**src/rtc_pwr_params.svh**
```systemverilog
// constants for the power window and timestamp time registers
`ifndef RTC_PWR_PARAMS_SVH
`define RTC_PWR_PARAMS_SVH
`define ADDR_PWR_CFG      4'h0
`define ADDR_TS_TIME      4'h4
`define ADDR_PWR_CTL      4'h8
`define ADDR_PWR_STAT     4'hc
`define SAMP_MSB          15
`define SAMP_LSB          8
`define STAB_MSB          7
`define STAB_LSB          0
`define SAMP_ALWAYS       8'hff
`define STAB_ZERO         8'h00
`define HRT_MSB           13
`define HRT_LSB           12
`define HRO_MSB           11
`define HRO_LSB           8
`define MNT_MSB           6
`define MNT_LSB           4
`define MNO_MSB           3
`define MNO_LSB           0
`define HRT_MAX           2'h2
`define DIG_MAX           4'h9
`define MNT_MAX           3'h5
`define TS_TIME_MASK      16'h3f7f
`define PWR_CFG_RESET     16'h0000
`define TS_TIME_RESET     16'h0000
`define CTL_EN_BIT        0
`define CTL_TSA_BIT       1
`endif

```
**src/rtc_pwr_pkg.sv**
```systemverilog
// types for the power window sequencer
package rtc_pwr_pkg;
	typedef enum logic [2:0] {
		ST_IDLE   = 3'b001,
		ST_STABLE = 3'b010,
		ST_SAMPLE = 3'b100
	} pw_state_t;
endpackage

```
**src/pw_window_timer.sv**
```systemverilog
// stability then sample window sequencer, timed in power-control clock periods
`timescale 1ns/100ps
`include "rtc_pwr_params.svh"
module pw_window_timer
	import rtc_pwr_pkg::*;
#(
	parameter int W = 8
) (
	input  wire logic         clk_i,
	input  wire logic         rst_i,
	input  wire logic         tick_i,
	input  wire logic         enable_i,
	input  wire logic [W-1:0] stab_len_i,
	input  wire logic [W-1:0] samp_len_i,
	output logic              sample_o,
	output logic              stable_o,
	output pw_state_t         state_o
);
	import rtc_pwr_pkg::*;
	initial begin
		if (W < 2) $error("window width too small");
	end
	pw_state_t    state;
	logic [W-1:0] count;
	wire          samp_always = (samp_len_i == {W{1'b1}});
	wire          stab_zero   = (stab_len_i == '0);
	wire          last        = (count <= W'(1));
	always_ff @(posedge clk_i) begin
		if (rst_i) begin
			state <= ST_IDLE;
			count <= '0;
		end else begin
			case (state)
				ST_IDLE: begin
					if (enable_i && !stab_zero) begin
						state <= ST_STABLE;
						count <= stab_len_i;
					end
				end
				ST_STABLE: begin
					if (!enable_i) begin
						state <= ST_IDLE;
					end else if (tick_i && last) begin
						state <= ST_SAMPLE;
						count <= samp_len_i;
					end else if (tick_i) begin
						count <= count - W'(1);
					end
				end
				ST_SAMPLE: begin
					if (!enable_i) begin
						state <= ST_IDLE;
					end else if (tick_i && (last || samp_len_i == '0) && !samp_always) begin
						state <= ST_STABLE;
						count <= stab_len_i;
					end else if (tick_i && !samp_always) begin
						count <= count - W'(1);
					end
				end
				default: state <= ST_IDLE;
			endcase
		end
	end
	always_ff @(posedge clk_i) begin
		if (rst_i) begin
			sample_o <= 1'b0;
			stable_o <= 1'b0;
			state_o  <= ST_IDLE;
		end else begin
			sample_o <= samp_always || (state == ST_SAMPLE);
			stable_o <= (state == ST_STABLE);
			state_o  <= state;
		end
	end
endmodule

```
**src/rtc_power_window_timestamp.sv**
```systemverilog
// power window configuration and timestamp A time register behind a wishbone slave
// What this block does
// - sample length all ones keeps the sample window on, even with power control disabled
// - sample window lasts the programmed count of power-control clock periods, 0xfe gives 254, zero gives one
// - sample window starts when stability timer expires, unless its initial value is zero
// - timestamp bits 13-12 hold hours tens digit, BCD zero to two
// - timestamp bits 11-8 hold hours units digit, BCD zero to nine
// - timestamp bits 6-4 hold minutes tens digit, BCD zero to five
// - timestamp bits 3-0 hold minutes units digit, BCD zero to nine
// - with timestamp A off, timestamp register is storage kept through non-power-on resets
//
// The implementer's own choices: the address map and the Wishbone slave port.
`timescale 1ns/100ps
`include "rtc_pwr_params.svh"
module rtc_power_window_timestamp
	import rtc_pwr_pkg::*;
#(
	parameter int ADDR_W = 4
) (
	input  wire logic              clk_i,
	input  wire logic              rst_i,
	input  wire logic              por_i,
	input  wire logic              pwc_clk_i,
	input  wire logic [ADDR_W-1:0] adr_i,
	input  wire logic [31:0]       dat_i,
	input  wire logic [3:0]        sel_i,
	input  wire logic              we_i,
	input  wire logic              cyc_i,
	input  wire logic              stb_i,
	output logic      [31:0]       dat_o,
	output logic                   ack_o,
	output logic                   sample_window_o,
	output logic                   stability_window_o
);
	import rtc_pwr_pkg::*;
	initial begin
		if (ADDR_W < 4) $error("address too narrow for register map");
	end

	logic [15:0] power_window_config;
	logic [15:0] timestamp_a_time_high;
	logic        power_ctl_enable;
	logic        timestamp_a_enable;
	logic [2:0]  pwc_sync;
	logic        pwc_seen;
	pw_state_t   win_state;
	wire         samp_out;
	wire         stab_out;

	// pin clock: three stages, level accepted when last two agree
	always_ff @(posedge clk_i) begin
		if (rst_i) begin
			pwc_sync <= 3'h0;
			pwc_seen <= 1'b0;
		end else begin
			pwc_sync <= {pwc_sync[1:0], pwc_clk_i};
			if (pwc_sync[2] == pwc_sync[1]) begin
				pwc_seen <= pwc_sync[2];
			end
		end
	end
	wire pwc_tick = (pwc_sync[2] == pwc_sync[1]) && pwc_sync[2] && !pwc_seen;

	// bus decode
	wire        req     = cyc_i && stb_i && !ack_o;
	wire [3:0]  adr     = adr_i[3:0];
	wire        hit_cfg = (adr == `ADDR_PWR_CFG);
	wire        hit_ts  = (adr == `ADDR_TS_TIME);
	wire        hit_ctl = (adr == `ADDR_PWR_CTL);
	wire        hit_st  = (adr == `ADDR_PWR_STAT);
	wire        wr      = req && we_i;
	wire [15:0] wmask   = {{8{sel_i[1]}}, {8{sel_i[0]}}};
	wire [15:0] next_cfg = (power_window_config & ~wmask) | (dat_i[15:0] & wmask);

	// digit limits: an out-of-range digit is not stored, the old digit stays
	wire [15:0] ts_merge = (timestamp_a_time_high & ~wmask) | (dat_i[15:0] & wmask);
	wire [1:0]  in_hrt   = ts_merge[`HRT_MSB:`HRT_LSB];
	wire [3:0]  in_hro   = ts_merge[`HRO_MSB:`HRO_LSB];
	wire [2:0]  in_mnt   = ts_merge[`MNT_MSB:`MNT_LSB];
	wire [3:0]  in_mno   = ts_merge[`MNO_MSB:`MNO_LSB];
	wire [1:0]  lim_hrt  = (in_hrt <= `HRT_MAX) ? in_hrt : timestamp_a_time_high[`HRT_MSB:`HRT_LSB];
	wire [3:0]  lim_hro  = (in_hro <= `DIG_MAX) ? in_hro : timestamp_a_time_high[`HRO_MSB:`HRO_LSB];
	wire [2:0]  lim_mnt  = (in_mnt <= `MNT_MAX) ? in_mnt : timestamp_a_time_high[`MNT_MSB:`MNT_LSB];
	wire [3:0]  lim_mno  = (in_mno <= `DIG_MAX) ? in_mno : timestamp_a_time_high[`MNO_MSB:`MNO_LSB];
	wire [15:0] bcd_time = {2'h0, lim_hrt, lim_hro, 1'b0, lim_mnt, lim_mno};
	// while disabled every bit is plain storage
	wire [15:0] next_ts  = timestamp_a_enable ? bcd_time : ts_merge;

	wire [15:0] status   = {11'h0, win_state, stab_out, samp_out};
	wire [15:0] ctl_word = {14'h0, timestamp_a_enable, power_ctl_enable};
	wire [15:0] rd_word  = hit_cfg ? power_window_config :
	                       hit_ts  ? timestamp_a_time_high :
	                       hit_ctl ? ctl_word :
	                       hit_st  ? status : 16'h0000;

	// the timestamp register is cleared only by power-on, not by rst_i
	always_ff @(posedge clk_i) begin
		if (por_i) begin
			timestamp_a_time_high <= `TS_TIME_RESET;
		end else if (wr && hit_ts) begin
			timestamp_a_time_high <= next_ts;
		end
	end

	always_ff @(posedge clk_i) begin
		if (rst_i || por_i) begin
			power_window_config <= `PWR_CFG_RESET;
			power_ctl_enable    <= 1'b0;
			timestamp_a_enable  <= 1'b0;
		end else if (wr && hit_cfg) begin
			power_window_config <= next_cfg;
		end else if (wr && hit_ctl && sel_i[0]) begin
			power_ctl_enable    <= dat_i[`CTL_EN_BIT];
			timestamp_a_enable  <= dat_i[`CTL_TSA_BIT];
		end
	end

	always_ff @(posedge clk_i) begin
		if (rst_i || por_i) begin
			ack_o <= 1'b0;
			dat_o <= 32'h0000_0000;
		end else begin
			ack_o <= req;
			dat_o <= (req && !we_i) ? {16'h0000, rd_word} : 32'h0000_0000;
		end
	end

	pw_window_timer #(
		.W(8)
	) u_timer (
		.clk_i      (clk_i),
		.rst_i      (rst_i || por_i),
		.tick_i     (pwc_tick),
		.enable_i   (power_ctl_enable),
		.stab_len_i (power_window_config[`STAB_MSB:`STAB_LSB]),
		.samp_len_i (power_window_config[`SAMP_MSB:`SAMP_LSB]),
		.sample_o   (samp_out),
		.stable_o   (stab_out),
		.state_o    (win_state)
	);

	always_ff @(posedge clk_i) begin
		if (rst_i || por_i) begin
			sample_window_o    <= 1'b0;
			stability_window_o <= 1'b0;
		end else begin
			sample_window_o    <= samp_out;
			stability_window_o <= stab_out;
		end
	end
endmodule

```
**config.mk**
```make
export PLATFORM = sky130hd
export DESIGN_NAME = rtc_power_window_timestamp
export DESIGN_NICKNAME = d
export VERILOG_FILES = /design/src/rtc_pwr_pkg.sv /design/src/pw_window_timer.sv /design/src/rtc_power_window_timestamp.sv
export VERILOG_INCLUDE_DIRS = /design/src /design/src/src
export SDC_FILE = /design/constraint.sdc
export NUM_CORES = 1
export LEC_CHECK = 0
export BUFFER_PORTS_ARGS = -buffer_cell sky130_fd_sc_hd__buf_2
export CAP_MARGIN = 20
export CELL_PAD_IN_SITES_DETAIL_PLACEMENT = 0
export CELL_PAD_IN_SITES_GLOBAL_PLACEMENT = 1
export CORE_ASPECT_RATIO = 1.75
export CORE_MARGIN = 2
export CORE_UTILIZATION = 39
export DETAILED_ROUTE_END_ITERATION = 7
export GPL_ROUTABILITY_DRIVEN = 0
export PLACE_DENSITY_LB_ADDON = 0.1
export SLEW_MARGIN = 5
export SYNTH_ARGS = -nofsm -noshare
export SYNTH_HDL_FRONTEND = slang
export SYNTH_SLANG_ARGS = --single-unit
```
**constraint.sdc**
```tcl
create_clock -name clk_i -period 2.7 [get_ports clk_i]
set_input_delay 0.405 -clock clk_i [delete_from_list [all_inputs] [get_ports clk_i]]
set_output_delay 0.405 -clock clk_i [all_outputs]
set_load 0.05 [all_outputs]
```
Word level (Yosys, flattened, before mapping)
Cells that the tools add are included.

Flip-flop bits (word level): 89. Bits of input ports: 47. Output and inout port bits: 35. Logic and storage cells: 111.

Add/sub/neg operators: 1. $lt $le $gt $ge: 5. Equality and inequality tests: 19. Mux-type cells: 23. Bitwise logic cells: 8. Reduce and logical (&&, ||, !) cells: 35.

Operator list (number): 8-bit two-way mux (7); 16-bit bitwise AND (3); 16-bit two-way mux (3); 16-bit bitwise OR (2); 8-bit one-hot mux with 3 select lines (1); 3-bit two-way mux (6); 8-bit zero test (2); 16-bit inverter (1); 1-bit logical AND (15); 5-bit two-way mux (2); 2-bit by 1-bit inequality test with 1-bit output (second input constant) (5); 2-bit AND reduction (5); 3-bit one-hot mux with 3 select lines (1); 4-bit == test (second input constant) (2); 8-bit == test (second input constant) (1); 4-bit less-or-equal comparator (second input constant) (2); 8-bit by 1-bit less-or-equal comparator with 1-bit output (second input constant) (1); 4-bit two-way mux (2); 8-bit by 1-bit subtractor with 8-bit output (second input constant) (1); 3-bit by 1-bit inequality test with 1-bit output (second input constant) (2); 3-bit by 2-bit inequality test with 1-bit output (second input constant) (2); 6-bit AND reduction (1); 1-bit zero test (5); 4-bit by 3-bit == test with 1-bit output (second input constant) (1); 14 further kinds (18).

Logic depth before layout (Yosys ltp)
Gate-level depths: netlist of run 1.

Depth after elaboration: 8. Depth in mapped cells: 9. Depth with buffers taken out: 8.

Cells and area by module
From an unflattened synthesis of run 1, not the netlist that was laid out.

Cells, all modules: 411. Area, all modules: 3758.6 µm².

Modules (own cells, without submodules): rtc_power_window_timestamp (instances 1, cells an instance 270, area an instance 2524.9 µm², sequential area each 1141.1 µm²); pw_window_timer (instances 1, cells an instance 141, area an instance 1233.7 µm², sequential area each 320.3 µm²).

Worst setup path after synthesis of run 1
Ideal clock, no wire load.

Path kind: register -> register. From: register u_timer.count[0]. To: register u_timer.count[3]. Setup time: 122 ps. Data arrival time: 1861 ps. Required time: 2578 ps. Slack: 717 ps. Stages on the path, launching flop included: 9. Path buffers: 0. Clock period less this slack: 1983 ps. Cells stage by stage: dfxtp_1 > inv_1 > ha_1 > nor2_1 > nand3b_2 > a211o_4 > mux2_4 > a221oi_2 > a21oi_1.

Word-level cells in the longest chain between the ends: 7. Elaborated cells between the ends (all ways): 16. Classes of those cells: add/sub (1); order compare (1); eq/ne (2); mux (7); reduce/logical (5).

RTL lines: start, declared (line pw_window_timer.sv:24) `logic [W-1:0] count;`; start signal, assigned (line pw_window_timer.sv:37) `count <= stab_len_i;`; start signal, assigned (line pw_window_timer.sv:45) `count <= samp_len_i;`; start signal, assigned (line pw_window_timer.sv:47) `count <= count - W'(1);`; 8-bit by 1-bit less-or-equal comparator with 1-bit output (line pw_window_timer.sv:27) `wire last = (count <= W'(1));`; 1-bit logical OR (line pw_window_timer.sv:53) `end else if (tick_i && (last || samp_len_i == '0) && !samp_always) begin`; 1-bit logical AND (2 in a row) (line pw_window_timer.sv:53); 8-bit two-way mux (line pw_window_timer.sv:53); 8-bit two-way mux (line pw_window_timer.sv:51) `if (!enable_i) begin`; 8-bit one-hot mux with 3 select lines (line pw_window_timer.sv:33) `case (state)`.

Parallel ways exist; a longest one is shown, timed or not. The select of a mux whose other input is x is not followed. A chain may end at the register's enable or synchronous reset.

Final worst setup path of run 1
From: register u_timer.count[0]. To: register u_timer.count[0].

Same word-level chain as after synthesis.

==> results of run 1 <==
[report_power, final]
part	switching, mW	internal (mW)
combinational	0.107	0.0288
sequential	0.00186	1.08
clock	0.459	0.733
[cell usage in the layout, fill, tap and decap left out, types with 2 or more instances in the layout]
| cell | count |
|---|---|
| nor4_1 | 4 |
| nor2b_1 | 9 |
| nand2b_1 | 3 |
| a211oi_1 | 8 |
| and2_1 | 6 |
| nor3_2 | 2 |
| or3_1 | 3 |
| nand2_1 | 48 |
| mux2i_1 | 12 |
| buf_2 | 47 |
| a311oi_1 | 4 |
| and3_1 | 3 |
| a31oi_1 | 3 |
| xnor2_1 | 3 |
| clkbuf_16 | 9 |
| o22ai_1 | 4 |
| clkinv_2 | 4 |
| a41oi_1 | 2 |
| dfxtp_1 | 73 |
| or2_2 | 2 |
| nand3_1 | 16 |
| o21ai_1 | 2 |
| ha_1 | 3 |
| xor2_1 | 2 |
| conb_1 | 16 |
| a21oi_1 | 40 |
| buf_4 | 8 |
| inv_1 | 10 |
| a2111oi_0 | 2 |
| a22oi_1 | 13 |
| nand4_1 | 2 |
| o21ai_0 | 11 |
| o211ai_1 | 5 |
| nor2_1 | 51 |
| nor3_1 | 10 |
| or3b_1 | 3 |
[cell families (layout without fill, tap and decap cells)]
group,count (synthesis),after routing,share of synthesized area [%]
adder cells (fa/ha/maj),3,3,1.08
AO/OA/AOI/OAI,104,104,19.9
AND/OR/NAND/NOR,171,171,24.3
multiplexers,14,14,4.20
flip-flops,73,73,42.0
other,1,16,0.108
XOR/XNOR,5,5,1.26
buffers and inverters,45,81,7.18
[final cells by class]
type | count | area [um^2]
clock buffer | 10 | 239
tap | 117 | 146
inverter | 10 | 37.5
clock inverter | 6 | 57.6
fill | 929 | 4610
sequential | 73 | 1460
multi-input combinational | 313 | 1830
timing repair buffer | 55 | 295
[through the flow]
stage          power, mW  cell area [um^2]  util, %
3_5_place_dp        1.24              3770     43.5
3_3_place_gp        1.24              3770     43.5
2_1_floorplan       1.21              3540        -
4_1_cts             2.44              4070     46.9
6_report            2.41              4070     46.9
5_1_grt             2.49              4070     46.9
[worst paths after layout]
check | from | end | depth (start not counted)
min | pwc_clk_i | pwc_sync[0] | 2
max | u_timer.count[0] | u_timer.count[0] | 9
max reg2reg | u_timer.count[0] | u_timer.count[0] | 9
min reg2reg | pwc_sync[0] | pwc_sync[1] | 1
[critical path, stage by stage, from the launching register on]
cell and delay (ns):
dfxtp_1 0.49, inv_1 0.10, ha_1 0.26, nor2_1 0.20
nand4bb_1 0.16, buf_4 0.21, mux2i_1 0.30, o2bb2ai_1 0.11
a311oi_1 0.25, a21oi_1 0.10
[metal layers]
metal  vias up  part of all wire [%]  GRT usage, %
li1       1543                     -             -
met3        23                   3.9          4.82
met5         -                     0             0
met1      1471                    40          25.0
met2        81                    52          35.5
met4         0                   4.2          11.5
==> results.ini, run 1 <==
[floorplanning]
fp.dieH_um = 129
die_area_um2 = 9730
start_util_pct = 40.2
rows = 45
core_region_area_um2 = 8670
die_x_um = 75.4
ios = 82

[timing]
tightest_slew_ns = 0.675
hold_ws_ns = 0.292
final_max_slew_viol_count = 0
finClkSkew_ns = 0.00507
rsz0062_at_grt = false
fmaxAchievable_ghz = 0.428
finalCriticalPeriod_ns = 2.33
worst_slack_ns = 0.366
period_share_pct = 86.4
setup-tns-final_ns = 0
hold_violations = 0
slew_headroom_pct = 55.0
setup_violations = 0

[clocking]
cts-root-buf = clkbuf_16
post-cts-setup-buffer-count = 0
cts_resized = 0
htreeDepth = 3
hold_buffers = 0
clk_pin_slew_worst_paths_ns = 0.06
cts_tree = done
cts_made_buffers = 9
clock_latency_ns = 0.33
cts_buffer_depth = 2
cts_sinks = 73

[finish]
layout.nets = 512
antenna_cells = 0
drive_above_1_share_pct = 18.4
post_layout_nonfiller_instances = 584
area_growth_pct = 16.7

[worst_setup_path]
end_kind = flip-flop
cp.arrival_ns = 2.52
crit_fanout = 13
cp-start-kind = flip-flop
path_class = flip-flop to flip-flop
worstPathRequired_ns = 2.89
reg2reg_setup_slack_ns = 0.37

[logic_synthesis]
yosys.cell_count.top_type = dfxtp_1
ys_warn_count = 0
synthArstFlopShare_pct = 0
synthTopCellsByCount = dfxtp_1 (73), nor2_1 (51), nand2_1 (48), a21oi_1 (40)
ys_types = 59
yosys.area.top_type = dfxtp_1
synth-edff-count = 0
synth_cells = 416
syn_area_um2 = 3480
synth_area_leaders = dfxtp_1 (42%), a21oi_1 (5.7%), nor2_1 (5.5%), nand2_1 (5.2%), mux2i_1 (3.4%)
syn_area_per_cell_um2 = 8.37
synth_top_area_share_pct = 42.0
yosysSeqAreaShare_pct = 42.0
synth_top_flop_cell = dfxtp_1
ys_ff_latch = 73

[power_and_ir_drop]
pwr_density_cell_nw_per_um2 = 593
irDropWorstVdd_v = 0.000396
p_leak_nw = 1.61

[detailed_routing]
postRouteAntennaNets = 0
wl_um = 9710
firstDrtPassIters = 4
routed_via_density = 5.34
num_vias = 3118
first_iter_violations = 204
drc = 0
avgRoutedWirePerCell_um = 16.6

[global_route]
grt_max_degree = 24
antenna_found_initial = 0
grt_pass1_wl_um = 15600
grt_pass1_vias = 3010
grt_overflow_total = 0
track_usage_pct = 21.5

[placed_design]
portBuffers = 47
dp.final_hpwl_um = 7060
preCtsSetupSlack_ns = 0.452
dp.cells = 568

[job]
cap_viol_max_count = 0

[run_status]
run_status = completed

[min_path]
hp-class = input port to flip-flop

No activity file was read; power rests on OpenSTA's default activity.
==> run 2: changes to the inputs <==
CORE_MARGIN = 3   (was 2)
clock period = 2.3 ns   (was 2.7 ns; I/O delays follow)
==> results.ini, run 2 (synthesis gave the netlist of run 1 again) <==
[power_and_ir_drop]
pwr_density_cell_nw_per_um2 = 694
irDropWorstVdd_v = 0.000472
p_leak_nw = 1.71
power.total_mw = 2.94

[detailed_routing]
firstDrtPassIters = 4
num_vias = 3184
postRouteAntennaNets = 0
first_iter_violations = 171
wl_um = 9680
avgRoutedWirePerCell_um = 16.1
drc = 0
routed_via_density = 5.31

[finish]
layout_commonest_cell = dfxtp_1
antenna_cells = 0
fillers = 908
layout_common_cells = dfxtp_1 (73), nor2_1 (51), nand2_1 (48)
drive_above_1_share_pct = 20.9
area_growth_pct = 21.6
layout.nets = 528
multi_input_area_um2 = 1830
ff_latch_area_um2 = 1460
post_layout_nonfiller_instances = 600
finish.instance_area_um2 = 4240

[timing]
finalCriticalPeriod_ns = 2.12
hold_violations = 0
finClkSkew_ns = 0.00420
fmaxAchievable_ghz = 0.473
period_share_pct = 92.0
setup_violations = 0
final_max_slew_viol_count = 0
hold_ws_ns = 0.229
setup-tns-final_ns = 0
rsz0062_at_grt = false

[worst_setup_path]
worstPathRequired_ns = 2.52
reg2reg_setup_slack_ns = 0.18
crit_buf_inv = 1
path_delay_family = compound AO/OA/AOI/OAI gates
cp-start-kind = flip-flop
end_kind = flip-flop
cp_cell_sequence = inv_1 -> ha_1 -> nor2_1 -> nand3b_2 -> a211o_4 -> mux2_4 -> a221oi_2 -> a21oi_1
crit_path_max_incr_delay_ns = 0.40
crit_fanout = 7
path_class = flip-flop to flip-flop
slowest_stage = a211o_4
cp.arrival_ns = 2.33

[clocking]
cts-root-buf = clkbuf_16
clock_latency_ns = 0.33
cts_buffer_depth = 2
cts_resized = 0
cts_sinks = 73
cts_made_buffers = 9
hold_buffers = 0
post-cts-setup-buffer-count = 0
htreeDepth = 3
cts_tree = done
clk_pin_slew_worst_paths_ns = 0.06

[placed_design]
portBuffers = 47
dp.final_hpwl_um = 7300
dp.cells = 584
placed_area_um2 = 3910

[run_status]
run_status = completed

[floorplanning]
die_x_um = 77.4
die_area_um2 = 10100
fp.dieH_um = 131
start_util_pct = 40.2
core_region_area_um2 = 8670
ios = 82
rows = 45

[global_route]
grt_overflow_total = 0
grt_max_degree = 23
grt_pass1_wl_um = 15500
track_usage_pct = 19.8
grt_pass1_vias = 2980
antenna_found_initial = 0

[job]
cap_viol_max_count = 0

[min_path]
hp-class = input port to flip-flop

run 2: changes by cell type in the layout (fill, tap and decap cells not counted), sizes merged:
| cell | delta |
|---|---|
| clkinv | -1 |
| clkinvlp | -1 |
| bufinv | +1 |
| clkbuf | +1 |
| buf | +16 |
run 2: layer usage:
metal / part of all wire [%] / track usage (%)
met5: 0 / 0
met4: 2.2 / 10.4
met3: 4.4 / 3.70
met2: 54 / 35.4
met1: 39 / 22.3
run 2: through the flow:
| step | util [%] | worst slack, ns |
|---|---|---|
| final | 48.8 | 0.185 |
| after global routing | 48.8 | 0.0850 |
| after CTS | 48.8 | 0.177 |
| after detailed placement | 45.1 | 0.190 |
| after global placement | 45.1 | 0.210 |
| after floorplan | - | 0.317 |
run 2: final timing paths:
kind / start / endpoint / cells past startpoint
hold reg to reg: pwc_sync[0] / pwc_sync[1] / 1
hold / removal: pwc_clk_i / pwc_sync[0] / 2
setup / recovery: u_timer.count[0] / u_timer.count[3] / 8
setup reg to reg: u_timer.count[0] / u_timer.count[3] / 8
run 2: final cells by class:
class | instances | share of cell area (%)
Clock buffer | 11 | 5.73
Clock inverter | 5 | 1.86
Inverter | 10 | 0.886
Multi-Input combinational cell | 313 | 43.2
Sequential cell | 73 | 34.5
Tap cell | 117 | 3.46
Timing Repair Buffer | 71 | 10.4
run 2: where the power goes:
| part | internal [mW] | total [mW] | leakage (nW) | switching [mW] |
|---|---|---|---|---|
| combinational | 0.0403 | 0.166 | 0.958 | 0.126 |
| clock | 0.977 | 1.50 | 0.159 | 0.524 |
| sequential | 1.27 | 1.27 | 0.588 | 0.00219 |
